<file path="config.mk">
export PLATFORM = sky130hd
export DESIGN_NAME = ddu_update_ctrl
export DESIGN_NICKNAME = d
export VERILOG_FILES = /design/src/verilog/ddu_pkg.sv /design/src/verilog/ddu_load_sync.sv /design/src/verilog/ddu_update_ctrl.sv
export VERILOG_INCLUDE_DIRS = /design/src /design/src/verilog
export SDC_FILE = /design/constraint.sdc
export NUM_CORES = 1
export LEC_CHECK = 0
export BUFFER_PORTS_ARGS = -buffer_cell sky130_fd_sc_hd__clkbuf_2
export CORE_MARGIN = 10
export CORE_UTILIZATION = 60
export CTS_CLUSTER_SIZE = 16
export DETAILED_ROUTE_END_ITERATION = 12
export PLACE_DENSITY_LB_ADDON = 0.05
export SYNTH_ARGS = -nofsm -noshare
export SYNTH_HDL_FRONTEND = slang
export SYNTH_SLANG_ARGS = --single-unit
</file>
<file path="constraint.sdc">
create_clock -name core_clk -period 6.3 [get_ports core_clk]
set_clock_uncertainty 0.15 [all_clocks]
set_input_delay 0.315 -clock core_clk [delete_from_list [all_inputs] [get_ports core_clk]]
set_output_delay 0.315 -clock core_clk [all_outputs]
set_load 0.05 [all_outputs]
</file>
<file path="src/verilog/ddu_params.svh">
// Constants for the dual DAC update and power-up controller
`ifndef DDU_PARAMS_SVH
`define DDU_PARAMS_SVH
`define DDU_CLK_MHZ 20
`define DDU_PU_ONE_US 5
`define DDU_PU_BOTH_5V_US 12
`define DDU_PU_BOTH_3V_US 30
`define DDU_PU_ONE_CYC (`DDU_PU_ONE_US * `DDU_CLK_MHZ)
`define DDU_PU_BOTH_5V_CYC (`DDU_PU_BOTH_5V_US * `DDU_CLK_MHZ)
`define DDU_PU_BOTH_3V_CYC (`DDU_PU_BOTH_3V_US * `DDU_CLK_MHZ)
`define DDU_CNT_W 10
`define DDU_CMD_WRITE 4'h0
`define DDU_CMD_UPDATE 4'h1
`define DDU_CMD_WR_UPD 4'h3
`define DDU_CMD_PDOWN 4'h4
`define DDU_CMD_NOP 4'hF
`define DDU_SEL_A 4'h0
`define DDU_SEL_B 4'h1
`define DDU_SEL_ALL 4'hF
`define DDU_CODE_RESET 16'h0000
`endif

</file>
<file path="src/verilog/ddu_pkg.sv">
// Types shared by the dual DAC update controller
package ddu_pkg;
    // One received 24-bit word split into its fields
    typedef struct packed {
        logic [3:0] command_field;
        logic [3:0] channel_select_field;
        logic [15:0] data;
    } ddu_word_t;
    // Per-channel register pair
    typedef struct packed {
        logic [15:0] input_reg;
        logic [15:0] dac_reg;
    } ddu_chan_t;
endpackage

</file>
<file path="src/verilog/ddu_load_sync.sv">
// Synchroniser and edge detector for the asynchronous load pin
`timescale 1ns/10ps
module ddu_load_sync (
    // Clock and reset
    input wire logic core_clk,
    input wire logic reset_n,
    // Pin in
    input wire logic async_load_n,
    // Synchronised outputs
    output logic load_low,
    output logic load_fall
);
    logic meta_r;
    logic sync_r;
    logic prev_r;

    // Three flops; pin idles high so reset to high
    always_ff @(posedge core_clk or negedge reset_n) begin
        if (!reset_n) begin
            meta_r <= 1'b1;
            sync_r <= 1'b1;
            prev_r <= 1'b1;
        end else begin
            meta_r <= async_load_n;
            sync_r <= meta_r;
            prev_r <= sync_r;
        end
    end

    // Level and falling edge only from the second flop onward
    assign load_low = !sync_r;
    assign load_fall = prev_r && !sync_r;
endmodule

</file>
<file path="src/verilog/ddu_update_ctrl.sv">
// Update and power-up control for a dual channel DAC
// How it works
// - One channel waking from power-down delays settling by 5 us.
// - Both down: bias off, delay 12 us at 5 V, 30 us at 3 V.
// - Load strobe does not update while a word is being shifted in.
// - With the word complete, load low copies every input register to DAC.
// - Load pulse during a partial word powers up channels, leaves outputs alone.
// - Load still low at word end: run the word's command, then update all.
// - Load low powers both channels up at once, regardless of bus activity.
// - Load low at the third byte's ninth clock blocks that word's power-down.
// - Load held high disables async updates; only serial updates remain.
// - First byte is command then select; next two are data, MSB first.
// - Command 0100b powers down selected channels and ignores the data.
// - Any update of a channel also powers that channel up.
// - Power-down leaves input and DAC registers untouched.
`timescale 1ns/10ps
`include "ddu_params.svh"
module ddu_update_ctrl
    import ddu_pkg::*;
(
    // Clock and reset
    input wire logic core_clk,
    input wire logic reset_n,
    // Serial write path: busy while a word shifts in, word_done pulses at its end
    input wire logic word_busy,
    input wire logic word_done,
    input wire ddu_word_t word_in,
    // Load strobe and supply strap (1 = 5 V supply)
    input wire logic async_load_n,
    input wire logic supply_5v,
    // Channel outputs
    output logic [15:0] dac_a_code,
    output logic [15:0] dac_b_code,
    output logic [1:0] chan_powered,
    output logic [1:0] chan_settling
);
    ddu_chan_t chan_r [2];
    logic [1:0] pwr_r;
    logic [1:0] pwr_nxt;
    logic [`DDU_CNT_W-1:0] wait_r [2];
    logic load_low;
    logic load_fall;
    logic [1:0] sel;
    logic is_wr;
    logic is_upd;
    logic is_pd;
    logic word_upd;
    logic async_upd;
    logic [1:0] upd_mask;
    logic [1:0] wake;
    logic [`DDU_CNT_W-1:0] both_cyc;

    // Pin synchroniser with level and falling-edge detectors
    ddu_load_sync u_sync (
        .core_clk(core_clk),
        .reset_n(reset_n),
        .async_load_n(async_load_n),
        .load_low(load_low),
        .load_fall(load_fall)
    );

    // Decode the completed word; reserved selects hit nothing
    always_comb begin
        case (word_in.channel_select_field)
            `DDU_SEL_A: sel = 2'h1;
            `DDU_SEL_B: sel = 2'h2;
            `DDU_SEL_ALL: sel = 2'h3;
            default: sel = 2'h0;
        endcase
    end
    assign is_wr = word_done && (word_in.command_field == `DDU_CMD_WRITE
        || word_in.command_field == `DDU_CMD_WR_UPD);
    assign is_upd = word_done && (word_in.command_field == `DDU_CMD_UPDATE
        || word_in.command_field == `DDU_CMD_WR_UPD);
    // Power-down suppressed when load is low at the word's last clock
    assign is_pd = word_done && word_in.command_field == `DDU_CMD_PDOWN
        && !load_low;

    // Async update: edge while idle, or level still low as the word ends
    assign async_upd = load_low && ((load_fall && !word_busy) || word_done);
    assign word_upd = is_upd;
    assign upd_mask = async_upd ? 2'h3 : (word_upd ? sel : 2'h0);

    // Wake on any update or on the load level itself
    assign wake = (load_low ? 2'h3 : 2'h0) | upd_mask;
    assign pwr_nxt = (pwr_r | wake) & ~(is_pd ? sel & ~wake : 2'h0);

    // Input and DAC registers; power-down never touches them
    genvar i;
    generate
        for (i = 0; i < 2; i++) begin : g_ch
            always_ff @(posedge core_clk or negedge reset_n) begin
                if (!reset_n) begin
                    chan_r[i] <= {`DDU_CODE_RESET, `DDU_CODE_RESET};
                end else begin
                    // DAC takes the word's data directly so write-and-update copies new data
                    if (is_wr && sel[i]) begin
                        chan_r[i].input_reg <= word_in.data;
                    end
                    if (upd_mask[i]) begin
                        chan_r[i].dac_reg <= (is_wr && sel[i]) ? word_in.data
                            : chan_r[i].input_reg;
                    end
                end
            end
            // Settling counter starts when a down channel wakes
            always_ff @(posedge core_clk or negedge reset_n) begin
                if (!reset_n) begin
                    wait_r[i] <= '0;
                end else if (!pwr_r[i] && pwr_nxt[i]) begin
                    wait_r[i] <= (pwr_r == 2'h0) ? both_cyc
                        : `DDU_CNT_W'(`DDU_PU_ONE_CYC);
                end else if (wait_r[i] != '0) begin
                    wait_r[i] <= wait_r[i] - 1'b1;
                end
            end
            assign chan_settling[i] = wait_r[i] != '0;
        end
    endgenerate

    // Bias wake time depends on the supply strap
    assign both_cyc = supply_5v ? `DDU_CNT_W'(`DDU_PU_BOTH_5V_CYC)
        : `DDU_CNT_W'(`DDU_PU_BOTH_3V_CYC);

    // Power state; channels start powered down until first update or load low
    always_ff @(posedge core_clk or negedge reset_n) begin
        if (!reset_n) begin
            pwr_r <= 2'h0;
        end else begin
            pwr_r <= pwr_nxt;
        end
    end

    assign dac_a_code = chan_r[0].dac_reg;
    assign dac_b_code = chan_r[1].dac_reg;
    assign chan_powered = pwr_r;

    // Per-channel checks on writes, wakes, power-down and the countdown
    genvar j;
    generate
        for (j = 0; j < 2; j++) begin : g_chk

        end
    endgenerate
endmodule

</file>
-- After elaboration in Yosys (flattened, before gate mapping)
Index checks and enable logic that the tools add are counted.
- bits in registers: 89
- bits of input ports: 30
- output and inout port bits: 36
- logic and storage cells: 61
- add/sub/neg operators: 2
- equal/unequal tests: 5
- muxes and demuxes: 13
- bitwise logic cells: 6
- reductions and logical operators: 25
- operators with widths (kind ; number):
    10-bit two-way mux ; 6
    16-bit two-way mux ; 2
    10-bit nonzero test ; 2
    10-bit by 1-bit subtractor with 10-bit output, second input constant ; 2
    1-bit logical AND ; 11
    4-bit by 1-bit == test with 1-bit output, second input constant ; 2
    4-bit logical NOT ; 2
    2-bit two-way mux ; 4
    2-bit case mux with 3 select lines ; 1
    2-bit AND ; 2
    4-bit by 2-bit == test with 1-bit output, second input constant ; 1
    4-bit by 3-bit == test with 1-bit output, second input constant ; 1
    4-bit == test, second input constant ; 1
    1-bit logical NOT ; 4
    2-bit NOT ; 2
    2-bit bitwise OR ; 2
    2-bit nonzero test ; 2
    1-bit logical OR ; 3
    2-bit logical NOT ; 1

-- Longest topological paths before layout
Gate-level depths: netlist (run 1).
- depth in word-level cells: 14
- gate-level depth with buffers: 7
- mapped depth without buffers: 6

-- By module
From an unflattened synthesis (run 1), not the netlist that was laid out.
- cell total of the unflattened synthesis: 332
- area, all modules: 4227.8 sq um
- by module, submodules not included (module ; times used ; cells an instance ; area each (sq um) ; sequential area each (sq um)):
    ddu_update_ctrl ; 1 ; 327 ; 4139.0 ; 2152.1
    ddu_load_sync ; 1 ; 5 ; 88.8 ; 78.8

-- Worst setup path after synthesis (run 1)
OpenSTA, ideal clock, no wires.
- path type: flip-flop to flip-flop
- start point: register wait_r[5] in the netlist's numbering
- end point: register wait_r[7] in the netlist's numbering
- library setup time: 0.123 ns
- arrival time: 2.121 ns
- required time: 6.027 ns
- setup slack: 3.907 ns
- cell stages (with the launch flop): 4
- cells stage by stage: dfrtp_1 nor4_1 nand4_1 a31o_2
- elaborated cells between the ends (all ways): 5
- classes of those cells: 1 x add/sub; 2 x mux; 2 x reduce/logical
- RTL lines (element ; RTL line ; RTL):
    from (decl) ; ddu_update_ctrl.sv:40 ; logic [`DDU_CNT_W-1:0] wait_r [2];
    from (signal, indexed assignment) ; ddu_update_ctrl.sv:111 ; wait_r[i] <= (pwr_r == 2'h0) ? both_cyc
    from (signal, indexed assignment) ; ddu_update_ctrl.sv:114 ; wait_r[i] <= wait_r[i] - 1'b1;
    10-bit nonzero test ; n/a ;
    via chan_settling[1] ; ddu_update_ctrl.sv:35 ; output logic [1:0] chan_settling
    2-bit nonzero test (no line) ; n/a ;
The timed path passes the listed nets, and every way through them passes these cells. The select of a mux whose other input is x is not followed.
A chain may end at the register's enable or synchronous reset.

-- Worst setup path in the final report (run 1)
- start point: register wait_r[5] in the netlist's numbering
- end point: output chan_settling[1]
- word-level cells in the longest chain between the ends: 1
- RTL lines (element ; RTL line ; RTL):
    10-bit nonzero test ; ddu_update_ctrl.sv:117 ; assign chan_settling[i] = wait_r[i] != '0;
    to (decl) ; ddu_update_ctrl.sv:35 ;
Every way passes these cells.

==> results of run 1 <==
## stage by stage
stage	power [mW]	cells	util, %	setup slack (ns)
after detailed placement	1.26	429	63.9	3.86
after CTS	1.67	447	67.3	3.53
after floorplan	1.20	322	-	3.91
final	1.66	447	67.3	3.53
after global placement	1.25	429	63.9	3.89
after global routing	1.75	447	67.3	3.36
## flip-flops by register name (all words and copies together), names as in the netlist
| signal | cells |
|---|---|
| chan_r | 32 |
| wait_r | 20 |
| dac_a_code | 16 |
| dac_b_code | 16 |
| chan_powered | 2 |
| u_sync.meta_r | 1 |
| u_sync.prev_r | 1 |
| u_sync.sync_r | 1 |
## how the worst max path moves through the flow
stage | start | to | slack (ns) | depth (start not counted)
global placement | word_in[18] | dac_a_code[10] | 3.89 | 5
detailed placement | word_in[18] | dac_b_code[11] | 3.86 | 5
CTS | wait_r[5] | chan_settling[1] | 3.53 | 3
floorplan | wait_r[5] | wait_r[7] | 3.91 | 3
global route | wait_r[5] | chan_settling[1] | 3.36 | 3
finish | wait_r[5] | chan_settling[1] | 3.53 | 3
## layout by cell type, fill, tap and decap left out, types with 3 or more instances in the layout
| cell | synthesis | layout |
|---|---|---|
| a21oi_1 | 9 | 9 |
| a21boi_0 | 3 | 3 |
| mux2_4 | 7 | 7 |
| inv_1 | 7 | 7 |
| mux2_2 | 57 | 57 |
| a211oi_1 | 8 | 8 |
| nor2_1 | 19 | 19 |
| dfstp_2 | 3 | 3 |
| nand2_1 | 8 | 8 |
| o21ai_0 | 4 | 4 |
| or3_1 | 3 | 3 |
| o22a_1 | 5 | 5 |
| dfrtp_1 | 86 | 86 |
| nor4_1 | 4 | 4 |
| clkbuf_2 | 0 | 64 |
| clkbuf_8 | 0 | 10 |
| xnor2_1 | 8 | 8 |
| nand3_1 | 6 | 6 |
| mux2i_1 | 6 | 6 |
| nor2b_1 | 5 | 5 |
| nand4_1 | 3 | 3 |
| nor3_1 | 7 | 7 |
## worst max-delay path, delay by kind of cell (launching register included)
kind / cells / cell delay, ns
buf+inv: 1 / 0.38
flops: 1 / 0.44
simple gates: 2 / 1.13
## metal layers
layer | share of wire [%] | global-route usage [%]
met5 | 0 | 0
met4 | 1.0 | 5.78
met3 | 5.4 | 4.78
met2 | 50 | 25.5
met1 | 44 | 18.3
## Yosys cell counts, types with 3 or more instances
master	n
nor2b_1	5
dfstp_2	3
buf_4	32
a21boi_0	3
mux2_4	7
nor4_1	4
mux2i_1	6
buf_6	3
xnor2_1	8
o21ai_0	4
a21oi_1	9
nor3_1	7
nand2_1	8
nand4_1	3
nor2_1	19
mux2_2	57
dfrtp_1	86
nand3_1	6
o22a_1	5
inv_1	7
a211oi_1	8
or3_1	3
## area by class of cell
| cell class | instances | share of cell area (%) |
|---|---|---|
| multi-input combinational | 187 | 35.7 |
| tap | 80 | 2.20 |
| clock inverter | 6 | 1.62 |
| clock buffer | 10 | 3.03 |
| sequential | 89 | 49.1 |
| inverter | 7 | 0.578 |
| timing repair buffer | 68 | 7.82 |
## logic make-up after synthesis
family | share of synthesized area, %
flops | 53.5
mux | 19.4
simple gates | 9.51
buf+inv | 7.62
compound gates | 7.53
xor+xnor | 1.89
fa+ha+maj | 0.600
## power by group
part	switching, mW	total, mW	internal, mW
registers	0.0946	0.794	0.699
logic	0.284	0.456	0.171
clock network	0.208	0.407	0.200
total	0.587	1.66	1.07
## what timing repair did
action / in CTS / in global routing
hold buffers: 2 / 0
setup buffers: 0 / 0
hold endpoints to repair: 45 / 0
==> metrics.md, run 1 <==
| Metric | Value |
|---|---|
| Post-synth top area cell | `dfrtp_1` |
| Hold_ws | `0.0714 ns` |
| Synthesized flop and latch total | `slightly below 90` |
| RR Startpoint | `wait_r[5]` |
| Syn_nets | `~350` |
| Cell area after layout | `4550 sq um` |
| Die Y | `103 microns` |
| Mean area per synthesized cell | `13.0 sq um` |
| Total negative slack | `0 ns` |
| Drt first pass iters | `4` |
| Routed WL | `7.71 mm` |
| Vias in the first global route | `around 2600` |
| Max Fanout on Critical Path | `9` |
| Status | `completed` |
| Final number of setup-violating endpoints | `0` |
| Detailed-route vias per instance | `roughly 5.6` |
| Count of final max-slew check failures | `0` |
| Post-synth EDFFs | `0` |
| Synth warn | `0` |
| CTS Root Cell | `clkbuf_8` |
| Area of the multi-input gates | `between 1500 and 2000 sq um` |
| FFs w/ async S/R, synth | `100%` |
| Hold Vio Cnt, Final | `0` |
| Post-synth cell types | `42` |
| GRT Overall Usage | `15.4%` |
| Final ANT Viol Nets | `0` |
| Grt total ovfl | `0` |
| Post-synth top area share | `51.6%` |
| Top post-synthesis cells by area | `dfrtp_1 52%, mux2_2 15%, buf_4 5.8%` |
| CORE AREA | `between 6000 and 7000 sq um` |
| CP max stage cell | `nor4_1` |
| Worst skew pair latency | `0.35 ns` |
| Crit-path cells | `nor4_1, nand4_1, clkbuf_2` |
| CTS tree | `yes` |
| Die extent in x | `about 100 microns` |
| DR WL/cell | `17.2 microns` |
| Placer Congestion | `0.854` |
| Sequential share of the synthesized area | `53.5%` |
| Starting Density | `61.7%` |
| Die Area | `roughly 11000 sq um` |
| Leakage | `2.27 nW` |
| Flop2flop setup slack | `4.09 ns` |
| TritonCTS Buffers | `9` |
| Slew HR | `46.3%` |
| Critical path's largest stage delay | `between 0.6 and 0.7 ns` |
| Global-route wire length before repair | `12.7 mm` |
| Fin crit period | `2.77 ns` |
| IR drop worst, VDD | `0.245 mV` |
| Filler cell count | `543` |
| Starting DRC count in detailed routing | `roughly 100` |
| Critical path required time | `a little under 6 ns` |
| Min-Delay Endpoint | `chan_r[16]` |
| Vias | `about 2500` |
| Fmax achieved | `361 MHz` |
| Clock buffer depth | `2` |
| Startpoint Class | `flop` |
| Drc violations | `0` |
| H-tree levels | `3` |
| Dominant synthesized flop cell | `dfrtp_1` |
| Power per cell area | `364 nW/um^2` |
| Share of cells above drive strength 1 | `43.9%` |
| RSZ-0062 raised after global routing | `no` |
| Final period util | `43.9%` |
| Post-Synthesis Cells | `322` |
| Buffers on Ports | `65` |
| Mapped Area | `4170 sq um` |
| Ant. Diodes | `0` |
| Critical R2R Capture | `wait_r[2]` |
| Post-CTS sizing | `0` |
| Final net count | `394` |
| Slew @ Worst Pin | `0.804 ns` |
| Critical path endpoint category | `primary output` |
| Final HPWL DP | `5.53 mm` |
| Area grow syn2layout | `9.00%` |
| CTS sink cnt | `89` |
| Max_cap viols | `0` |
| # IOs | `66` |
| Placement row count | `30` |
| Largest net degree at the start of global routing | `46` |
| CTS clk-pin slew, worst paths | `0.09 ns` |
| Worst R2R Path Depth | `4` |
| WP data arrival | `2.30 ns` |
| Worst hold path startpoint | `word_in[0]` |
| Worst Hold Class | `in -> reg` |
| Placed Area | `about 4300 sq um` |
| Area taken by flip-flops and latches | `2230 sq um` |
| Kind of critical path | `reg -> out` |
| Initial antenna violation count | `0` |
| Hold path depth | `2` |
(Power assumes the default switching activity.)
==> run 2: changes to the inputs <==
Settings changed: CORE_UTILIZATION 60 to 56.
Clock period 6.3 ns to 2.85 ns, I/O delays scaled along.
==> run 2 against run 1 <==
Via count rose by 3.6%. Wire length rose by 2.5%. Sequential share of layout area fell by 2.3 points. Largest power group unchanged. Cell count rose by 8.7%. Register-to-register slack got worse by 3.4 ns. Final area rose by 5.0%. Critical endpoint is now chan_settling[0]. Highest routed layer unchanged. Hold slack got worse by 0.016 ns. Critical path type unchanged. Core utilization fell by 1.5 points.
==> metrics.md, run 2 (synthesis gave the netlist of run 1 again) <==
| Metric | Value |
|---|---|
| Postcts setup bufs | `0 (unchanged)` |
| Max FFs per register | `32 (unchanged)` |
| Critical path's largest stage delay | `0.52 ns (was 0.64 ns)` |
| Startpoint Class | `flop (unchanged)` |
| WP data arrival | `2.09 ns (was 2.30 ns)` |
| Filler cell count | `569 (was 543)` |
| DR WL met2 | `3.69 mm (was 3.85 mm)` |
| Pwr Total | `3.70 mW (was 1.66 mW)` |
| GRT Overall Usage | `14.7% (was 15.4%)` |
| CTS sink cnt | `89 (unchanged)` |
| # IOs | `66 (unchanged)` |
| Count of final max-slew check failures | `0 (unchanged)` |
| Max Fanout on Critical Path | `9 (unchanged)` |
| Kind of critical path | `reg -> out (unchanged)` |
| Slew HR | `56.5% (was 46.3%)` |
| Net Sw Frac | `34.8% (was 35.4%)` |
| Detailed-route vias per instance | `5.37 (was 5.63)` |
| Final number of setup-violating endpoints | `0 (unchanged)` |
| Comb pwr share | `28.2% (was 27.5%)` |
| Cell area after layout | `4770 sq um (was 4550 sq um)` |
| Placed Area | `4380 sq um (was 4310 sq um)` |
| Buffers on Ports | `65 (unchanged)` |
| Final HPWL DP | `5.70 mm (was 5.53 mm)` |
| IR drop worst, VDD | `0.468 mV (was 0.245 mV)` |
| Leakage | `2.36 nW (was 2.27 nW)` |
| Area of the multi-input gates | `1620 sq um (unchanged)` |
| Sequential share of power | `47.4% (was 47.9%)` |
| Die Y | `106 microns (was 103 microns)` |
| Layout Cells excl Fill | `486 (was 447)` |
| CP max stage cell | `nor4_1 (unchanged)` |
| Final ANT Viol Nets | `0 (unchanged)` |
| Worst skew pair latency | `0.34 ns (was 0.35 ns)` |
| Fmax achieved | `roughly 420 MHz` |
| Largest net degree at the start of global routing | `56 (was 46)` |
| Total negative slack | `0 ns (unchanged)` |
| Fin crit period | `2.39 ns` |
| RSZ-0062 raised after global routing | `no (unchanged)` |
| Clock power share | `24.4% (was 24.6%)` |
| Hold Vio Cnt, Final | `0 (unchanged)` |
| Die extent in x | `106 microns (was 103 microns)` |
| Critical path required time | `2.56 ns (was 5.83 ns)` |
| Worst Hold Class | `in -> reg (unchanged)` |
| Routed WL | `7.90 mm (was 7.71 mm)` |
| Die Area | `11300 sq um (was 10700 sq um)` |
| Critical path endpoint category | `primary output (unchanged)` |
| Ant. Diodes | `0 (unchanged)` |
| DP Worst Slack | `0.607 ns (was 3.86 ns)` |
| Area grow syn2layout | `14.4% (was 9.00%)` |
| DP Cell Count | `452 (was 429)` |
| Starting Density | `57.5% (was 61.7%)` |
| Initial antenna violation count | `0 (unchanged)` |
| Area taken by flip-flops and latches | `2230 sq um (unchanged)` |
| CTS clk-pin slew, worst paths | `0.08 ns (was 0.09 ns)` |
| Global-route wire length before repair | `13.5 mm (was 12.7 mm)` |
| Routed wire length on met3 | `366 microns (was 416 microns)` |
| Vias in the first global route | `2713 (was 2626)` |
| P_int | `2.41 mW (was 1.07 mW)` |
| Final setup margin | `0.465 ns (was 3.53 ns)` |
| CTS Root Cell | `clkbuf_8 (unchanged)` |
| Clock buffer depth | `2 (unchanged)` |
| Slew @ Worst Pin | `0.649 ns (was 0.804 ns)` |
| Top reg by flops | `chan_r (unchanged)` |
| Final period util | `83.7%` |
| Vias | `2608 (was 2518)` |
| Power per cell area | `775 nW/um^2 (was 364 nW/um^2)` |
| CORE AREA | `7250 sq um (was 6760 sq um)` |
| Most frequent cells in the layout | `86 x dfrtp_1, 64 x clkbuf_2, 57 x mux2_2 (unchanged)` |
| DR WL/cell | `16.2 microns (was 17.2 microns)` |
| Grt total ovfl | `0 (unchanged)` |
| Starting DRC count in detailed routing | `57 (was 104)` |
| Status | `completed (unchanged)` |
| Placement row count | `31 (was 30)` |
| Largest registers | `chan_r: 32 flops, wait_r: 20 flops (unchanged)` |
| Metal1 wirelength | `3.71 mm (was 3.36 mm)` |
| TritonCTS Buffers | `9 (unchanged)` |
| Commonest non-fill, non-tap cell in the layout | `dfrtp_1 (unchanged)` |
| Max_cap viols | `0 (unchanged)` |
| Drc violations | `0 (unchanged)` |
| Top routing layer in use | `met4 (unchanged)` |
| Drt first pass iters | `4 (unchanged)` |
| Placer Congestion | `0.837 (was 0.854)` |
| Crit-path cells | `nor4_1, nand3_1, clkbuf_2 (was nor4_1, nand4_1, clkbuf_2)` |
| H-tree levels | `3 (unchanged)` |
| Share of cells above drive strength 1 | `42.6% (was 43.9%)` |
| Final net count | `414 (was 394)` |
| CTS tree | `yes (unchanged)` |
| Sw power | `1.29 mW (was 0.587 mW)` |
run 2: cell types whose count changed in the layout (fill, tap and decap cells not counted), sizes merged:
cell,before,now
dlygate4sd3,2,18
buf,2,6
clkbuf,74,75
clkinv,0,1
clkinvlp,2,1
inv,10,9
run 2: area by class of cell:
cell class	instances	area share [%]
flip-flops and latches	89	46.7
clock inverters	5	1.26
well taps	99	2.60
inverters	7	0.551
clock buffers	11	3.17
repair buffers	88	11.7
multi-input cells	187	34.0
run 2: worst paths after layout:
kind                          startpoint               end  slack [ns]  depth (start not counted)
setup reg to reg               wait_r[0]         wait_r[8]        0.65                          6
hold / removal                 supply_5v        wait_r[17]        0.06                          4
min in group asynchronous        reset_n        wait_r[16]        0.13                          2
setup / recovery              wait_r[12]  chan_settling[0]        0.46                          3
hold reg to reg            u_sync.meta_r     u_sync.sync_r        0.20                          0
max in group asynchronous        reset_n        chan_r[58]        1.78                          3
run 2: layer usage:
layer / up-vias / GRT usage (%)
li1: 1253 / -
met1: 1290 / 19.0
met2: 55 / 22.7
met3: 10 / 4.41
met4: 0 / 5.42
met5: - / 0
run 2: timing repair:
action	4_1_cts	5_1_grt
endpoints found under the setup margin	0	0
resized for setup	0	0
hold endpoints to repair	67	0
hold buffers	18	0
run 2: power by group through the flow:
stage                     Clock [mW]  Sequential (mW)  Combinational [mW]
after floorplan                    0             1.72               0.941
after global placement             0             1.77                1.02
after detailed placement           0             1.78                1.03
after CTS                      0.931             1.76                1.06
after global routing           0.983             1.80                1.14
final                          0.902             1.75                1.04
run 2: per-stage QoR:
step                      hold WS [ns]  utilization, %
after floorplan                 -0.303               -
after global placement         -0.0197            60.4
after detailed placement       -0.0197            60.4
after CTS                       0.0404            65.8
after global routing            0.0811            65.8
final                           0.0555            65.8
run 2: worst max-delay path, delay by kind of cell, from the launching register on:
kind	cells	cell delay, ns
buffers and inverters	1	0.36
flip-flops	1	0.45
AND/OR/NAND/NOR	2	0.95
==> run 3: changes to the inputs <==
Settings changed: ABC_AREA set to 1.
Clock period 2.85 ns to 2.2 ns, I/O delays scaled along.
==> run 3 against run 2 <==
Hold slack improved by 0.0017 ns. Global-route usage is 1.2 points higher. Largest power group unchanged. Final area rose by 0.52%. Combinational power grew 38%. Critical path type unchanged.
==> metrics.md, run 3 <==
| Metric | Value |
|---|---|
| Status | `completed (unchanged)` |
| Routed WL | `8.76 mm (was 7.90 mm)` |
| Bufs and invs on worst path | `2 (was 1)` |
| IR drop worst, VDD | `0.526 mV (was 0.468 mV)` |
| Hold Vio Cnt, Final | `0 (unchanged)` |
| Drt first pass iters | `4 (unchanged)` |
| CTS sink cnt | `89 (unchanged)` |
| Commonest cells in the netlist | `182 x nand2_1, 86 x dfrtp_1, 49 x inv_1 (was 86 x dfrtp_1, 57 x mux2_2, 32 x buf_4)` |
| Fmax achieved | `approximately 490 MHz` |
| GRT Overall Usage | `15.9% (was 14.7%)` |
| Clock power share | `23.2% (was 24.4%)` |
| Critical path required time | `1.94 ns (was 2.56 ns)` |
| # IOs | `66 (unchanged)` |
| CP startpoint | `wait_r[0] (was wait_r[12])` |
| Die extent in x | `107 microns (was 106 microns)` |
| Die Y | `107 microns (was 106 microns)` |
| Top delay family on crit path | `simple AND/OR/NAND/NOR gates (unchanged)` |
| H-tree levels | `3 (unchanged)` |
| Grt total ovfl | `0 (unchanged)` |
| Worst Hold Class | `in -> reg (unchanged)` |
| Placer Congestion | `0.806 (was 0.837)` |
| Vias | `3189 (was 2608)` |
| Synth warn | `0 (unchanged)` |
| Count of final max-slew check failures | `0 (unchanged)` |
| Comb pwr share | `30.4% (was 28.2%)` |
| Post-synth top area share | `51.2% (was 51.6%)` |
| Initial antenna violation count | `0 (unchanged)` |
| RR Startpoint | `u_sync.sync_r (was wait_r[0])` |
| CTS tree | `yes (unchanged)` |
| Net Sw Frac | `39.0% (was 34.8%)` |
| Critical path's largest stage delay | `0.39 ns (was 0.52 ns)` |
| Top post-synthesis cells by area | `dfrtp_1 51%, nand2_1 16%, buf_4 6.1% (was dfrtp_1 52%, mux2_2 15%, buf_4 5.8%)` |
| Flop2flop setup slack | `0.30 ns (was 0.65 ns)` |
| CORE AREA | `7290 sq um (was 7250 sq um)` |
| Buffers on Ports | `65 (unchanged)` |
| Post-synth EDFFs | `0 (unchanged)` |
| Crit-path cells | `inv_1, ha_1, nand3_1, nor2_2, nand3_4, buf_4 (was nor4_1, nand3_1, clkbuf_2)` |
| Critical path endpoint category | `primary output (unchanged)` |
| FFs w/ async S/R, synth | `100% (unchanged)` |
| Kind of critical path | `reg -> out (unchanged)` |
| Final period util | `93.3%` |
| Most frequent cells in the layout | `182 x nand2_1, 86 x dfrtp_1, 63 x clkbuf_2 (was 86 x dfrtp_1, 64 x clkbuf_2, 57 x mux2_2)` |
| Final HPWL DP | `6.13 mm (was 5.70 mm)` |
| Slew HR | `57.4% (was 56.5%)` |
| Slew @ Worst Pin | `0.636 ns (was 0.649 ns)` |
| Sequential share of the synthesized area | `53.1% (was 53.5%)` |
| Sequential share of power | `46.4% (was 47.4%)` |
| Largest net degree at the start of global routing | `40 (was 56)` |
| Post-Synthesis Cells | `501 (was 322)` |
| Vias in the first global route | `3171 (was 2713)` |
| Power per cell area | `987 nW/um^2 (was 775 nW/um^2)` |
| Dominant synthesized flop cell | `dfrtp_1 (unchanged)` |
| WP data arrival | `1.79 ns (was 2.09 ns)` |
| Area grow syn2layout | `14.2% (was 14.4%)` |
| Post-synth cell types | `28 (was 42)` |
| Placement row count | `31 (unchanged)` |
| Final net count | `592 (was 414)` |
| Top-count cell post-synth | `nand2_1 (was dfrtp_1)` |
| Sw power | `1.84 mW (was 1.29 mW)` |
| Top Usage Layer GRT | `met2 (unchanged)` |
| Die Area | `11400 sq um (was 11300 sq um)` |
| Startpoint Class | `flop (unchanged)` |
| Share of cells above drive strength 1 | `20.5% (was 42.6%)` |
| Post-synth top area cell | `dfrtp_1 (unchanged)` |
| Worst R2R Path Depth | `4 (was 6)` |
| CTS Root Cell | `clkbuf_8 (unchanged)` |
| Total negative slack | `0 ns (unchanged)` |
| Starting Density | `57.6% (was 57.5%)` |
| Commonest non-fill, non-tap cell in the layout | `nand2_1 (was dfrtp_1)` |
| TritonCTS Buffers | `9 (unchanged)` |
| Filler cell count | `650 (was 569)` |
| Worst skew pair latency | `0.36 ns (was 0.34 ns)` |
| Mean area per synthesized cell | `8.39 sq um (was 13.0 sq um)` |
| Postcts setup bufs | `0 (unchanged)` |
| Drc violations | `0 (unchanged)` |
| Critical path depth in cells | `6 (was 3)` |
| Final number of setup-violating endpoints | `0 (unchanged)` |
| Critical R2R Capture | `chan_powered[1] (was wait_r[8])` |
| Max_cap viols | `0 (unchanged)` |
| Top reg by flops | `chan_r (unchanged)` |
| Clock buffer depth | `2 (unchanged)` |
| CTS clk-pin slew, worst paths | `0.09 ns (was 0.08 ns)` |
| P_int | `2.89 mW (was 2.41 mW)` |
| Pwr Total | `4.73 mW (was 3.70 mW)` |
| Starting DRC count in detailed routing | `91 (was 57)` |
| CP max stage cell | `dfrtp_1 (was nor4_1)` |
| Ant. Diodes | `0 (unchanged)` |
| Largest registers | `chan_r: 32 flops, wait_r: 20 flops (unchanged)` |
| Synthesized flop and latch total | `89 (unchanged)` |
| Final ANT Viol Nets | `0 (unchanged)` |
| Detailed-route vias per instance | `4.80 (was 5.37)` |
| Met1 global-route usage | `21.3% (was 19.0%)` |
| Max Fanout on Critical Path | `8 (was 9)` |
| GR Layer Usage met2 | `24.4% (was 22.7%)` |
| Met3 Track Usage GR | `3.47% (was 4.41%)` |
| Max FFs per register | `32 (unchanged)` |
| Mapped Area | `4200 sq um (was 4170 sq um)` |
| RSZ-0062 raised after global routing | `no (unchanged)` |
| Fin crit period | `2.05 ns` |
| Syn_nets | `533 (was 354)` |
| Worst setup path end | `chan_settling[1] (was chan_settling[0])` |
| Global-route wire length before repair | `15.0 mm (was 13.5 mm)` |
| Leakage | `2.66 nW (was 2.36 nW)` |
| DR WL/cell | `13.2 microns (was 16.2 microns)` |
## run 3: worst min-delay path by stage
stage,start,endpoint,cells past startpoint
finish,word_in[17],chan_powered[0],5
global route,word_in[17],chan_powered[1],5
CTS,word_in[17],chan_powered[1],5
detailed placement,reset_n,dac_a_code[12],1
global placement,reset_n,dac_a_code[14],1
floorplan,reset_n,chan_powered[0],0
## run 3: per-layer routing
layer / part of all wire, % / vias up / wire [microns]
met5: 0 / - / 0
met4: 1.8 / 0 / 158
met3: 4.6 / 15 / 402
met2: 45 / 72 / 3910
met1: 49 / 1467 / 4280
li1: - / 1635 / -
## run 3: worst register-to-register path, cell delays in order, from the launching register on
cell and delay [ns]:
dfstp_2 0.58, inv_1 0.06, nor4_1 0.30, dlygate4sd3_1 0.62, a21oi_1 0.08
## run 3: per-stage QoR
| step | setup WS (ns) | cell area, sq um | util [%] | hold slack, ns | std cells |
|---|---|---|---|---|---|
| after floorplan | 0.206 | 4200 | - | -0.336 | 501 |
| after global placement | 0.360 | 4380 | 60.0 | -0.0378 | 627 |
| after detailed placement | 0.293 | 4380 | 60.0 | -0.0346 | 627 |
| after CTS | 0.0189 | 4790 | 65.6 | 0.0302 | 664 |
| after global routing | 0.0137 | 4800 | 65.8 | 0.0754 | 664 |
| final | 0.147 | 4800 | 65.8 | 0.0572 | 664 |
## run 3: area by class of cell
class / count / area [sq um] / area share, %
Inverter: 53 / 199 / 4.15
Multi-Input combinational cell: 316 / 1460 / 30.4
Sequential cell: 89 / 2230 / 46.5
Clock buffer: 9 / 124 / 2.58
Clock inverter: 7 / 72.6 / 1.51
Tap cell: 99 / 124 / 2.58
Timing Repair Buffer: 91 / 591 / 12.3
## run 3: what timing repair did
| action | CTS | global route |
|---|---|---|
| hold buffers | 21 | 0 |
| cloned | 0 | 0 |
| endpoints found under the setup margin | 1 | 1 |
| resized for setup | 1 | 3 |
| hold endpoints to repair | 142 | 0 |
## run 3: cells by family after synthesis
kind of cell	Yosys count	share of synthesized area (%)
simple gates	252	24.8
compound gates	55	7.59
fa+ha+maj	2	0.595
flops	89	53.1
buf+inv	96	12.5
xor+xnor	7	1.46
## run 3: power by group through the flow
| stage | Combinational [mW] | Sequential (mW) | Clock [mW] |
|---|---|---|---|
| 6_report | 1.44 | 2.19 | 1.10 |
| 5_1_grt | 1.63 | 2.24 | 1.17 |
| 4_1_cts | 1.45 | 2.19 | 1.12 |
| 3_5_place_dp | 1.42 | 2.22 | 0 |
| 3_3_place_gp | 1.38 | 2.21 | 0 |
| 2_1_floorplan | 1.24 | 2.16 | 0 |
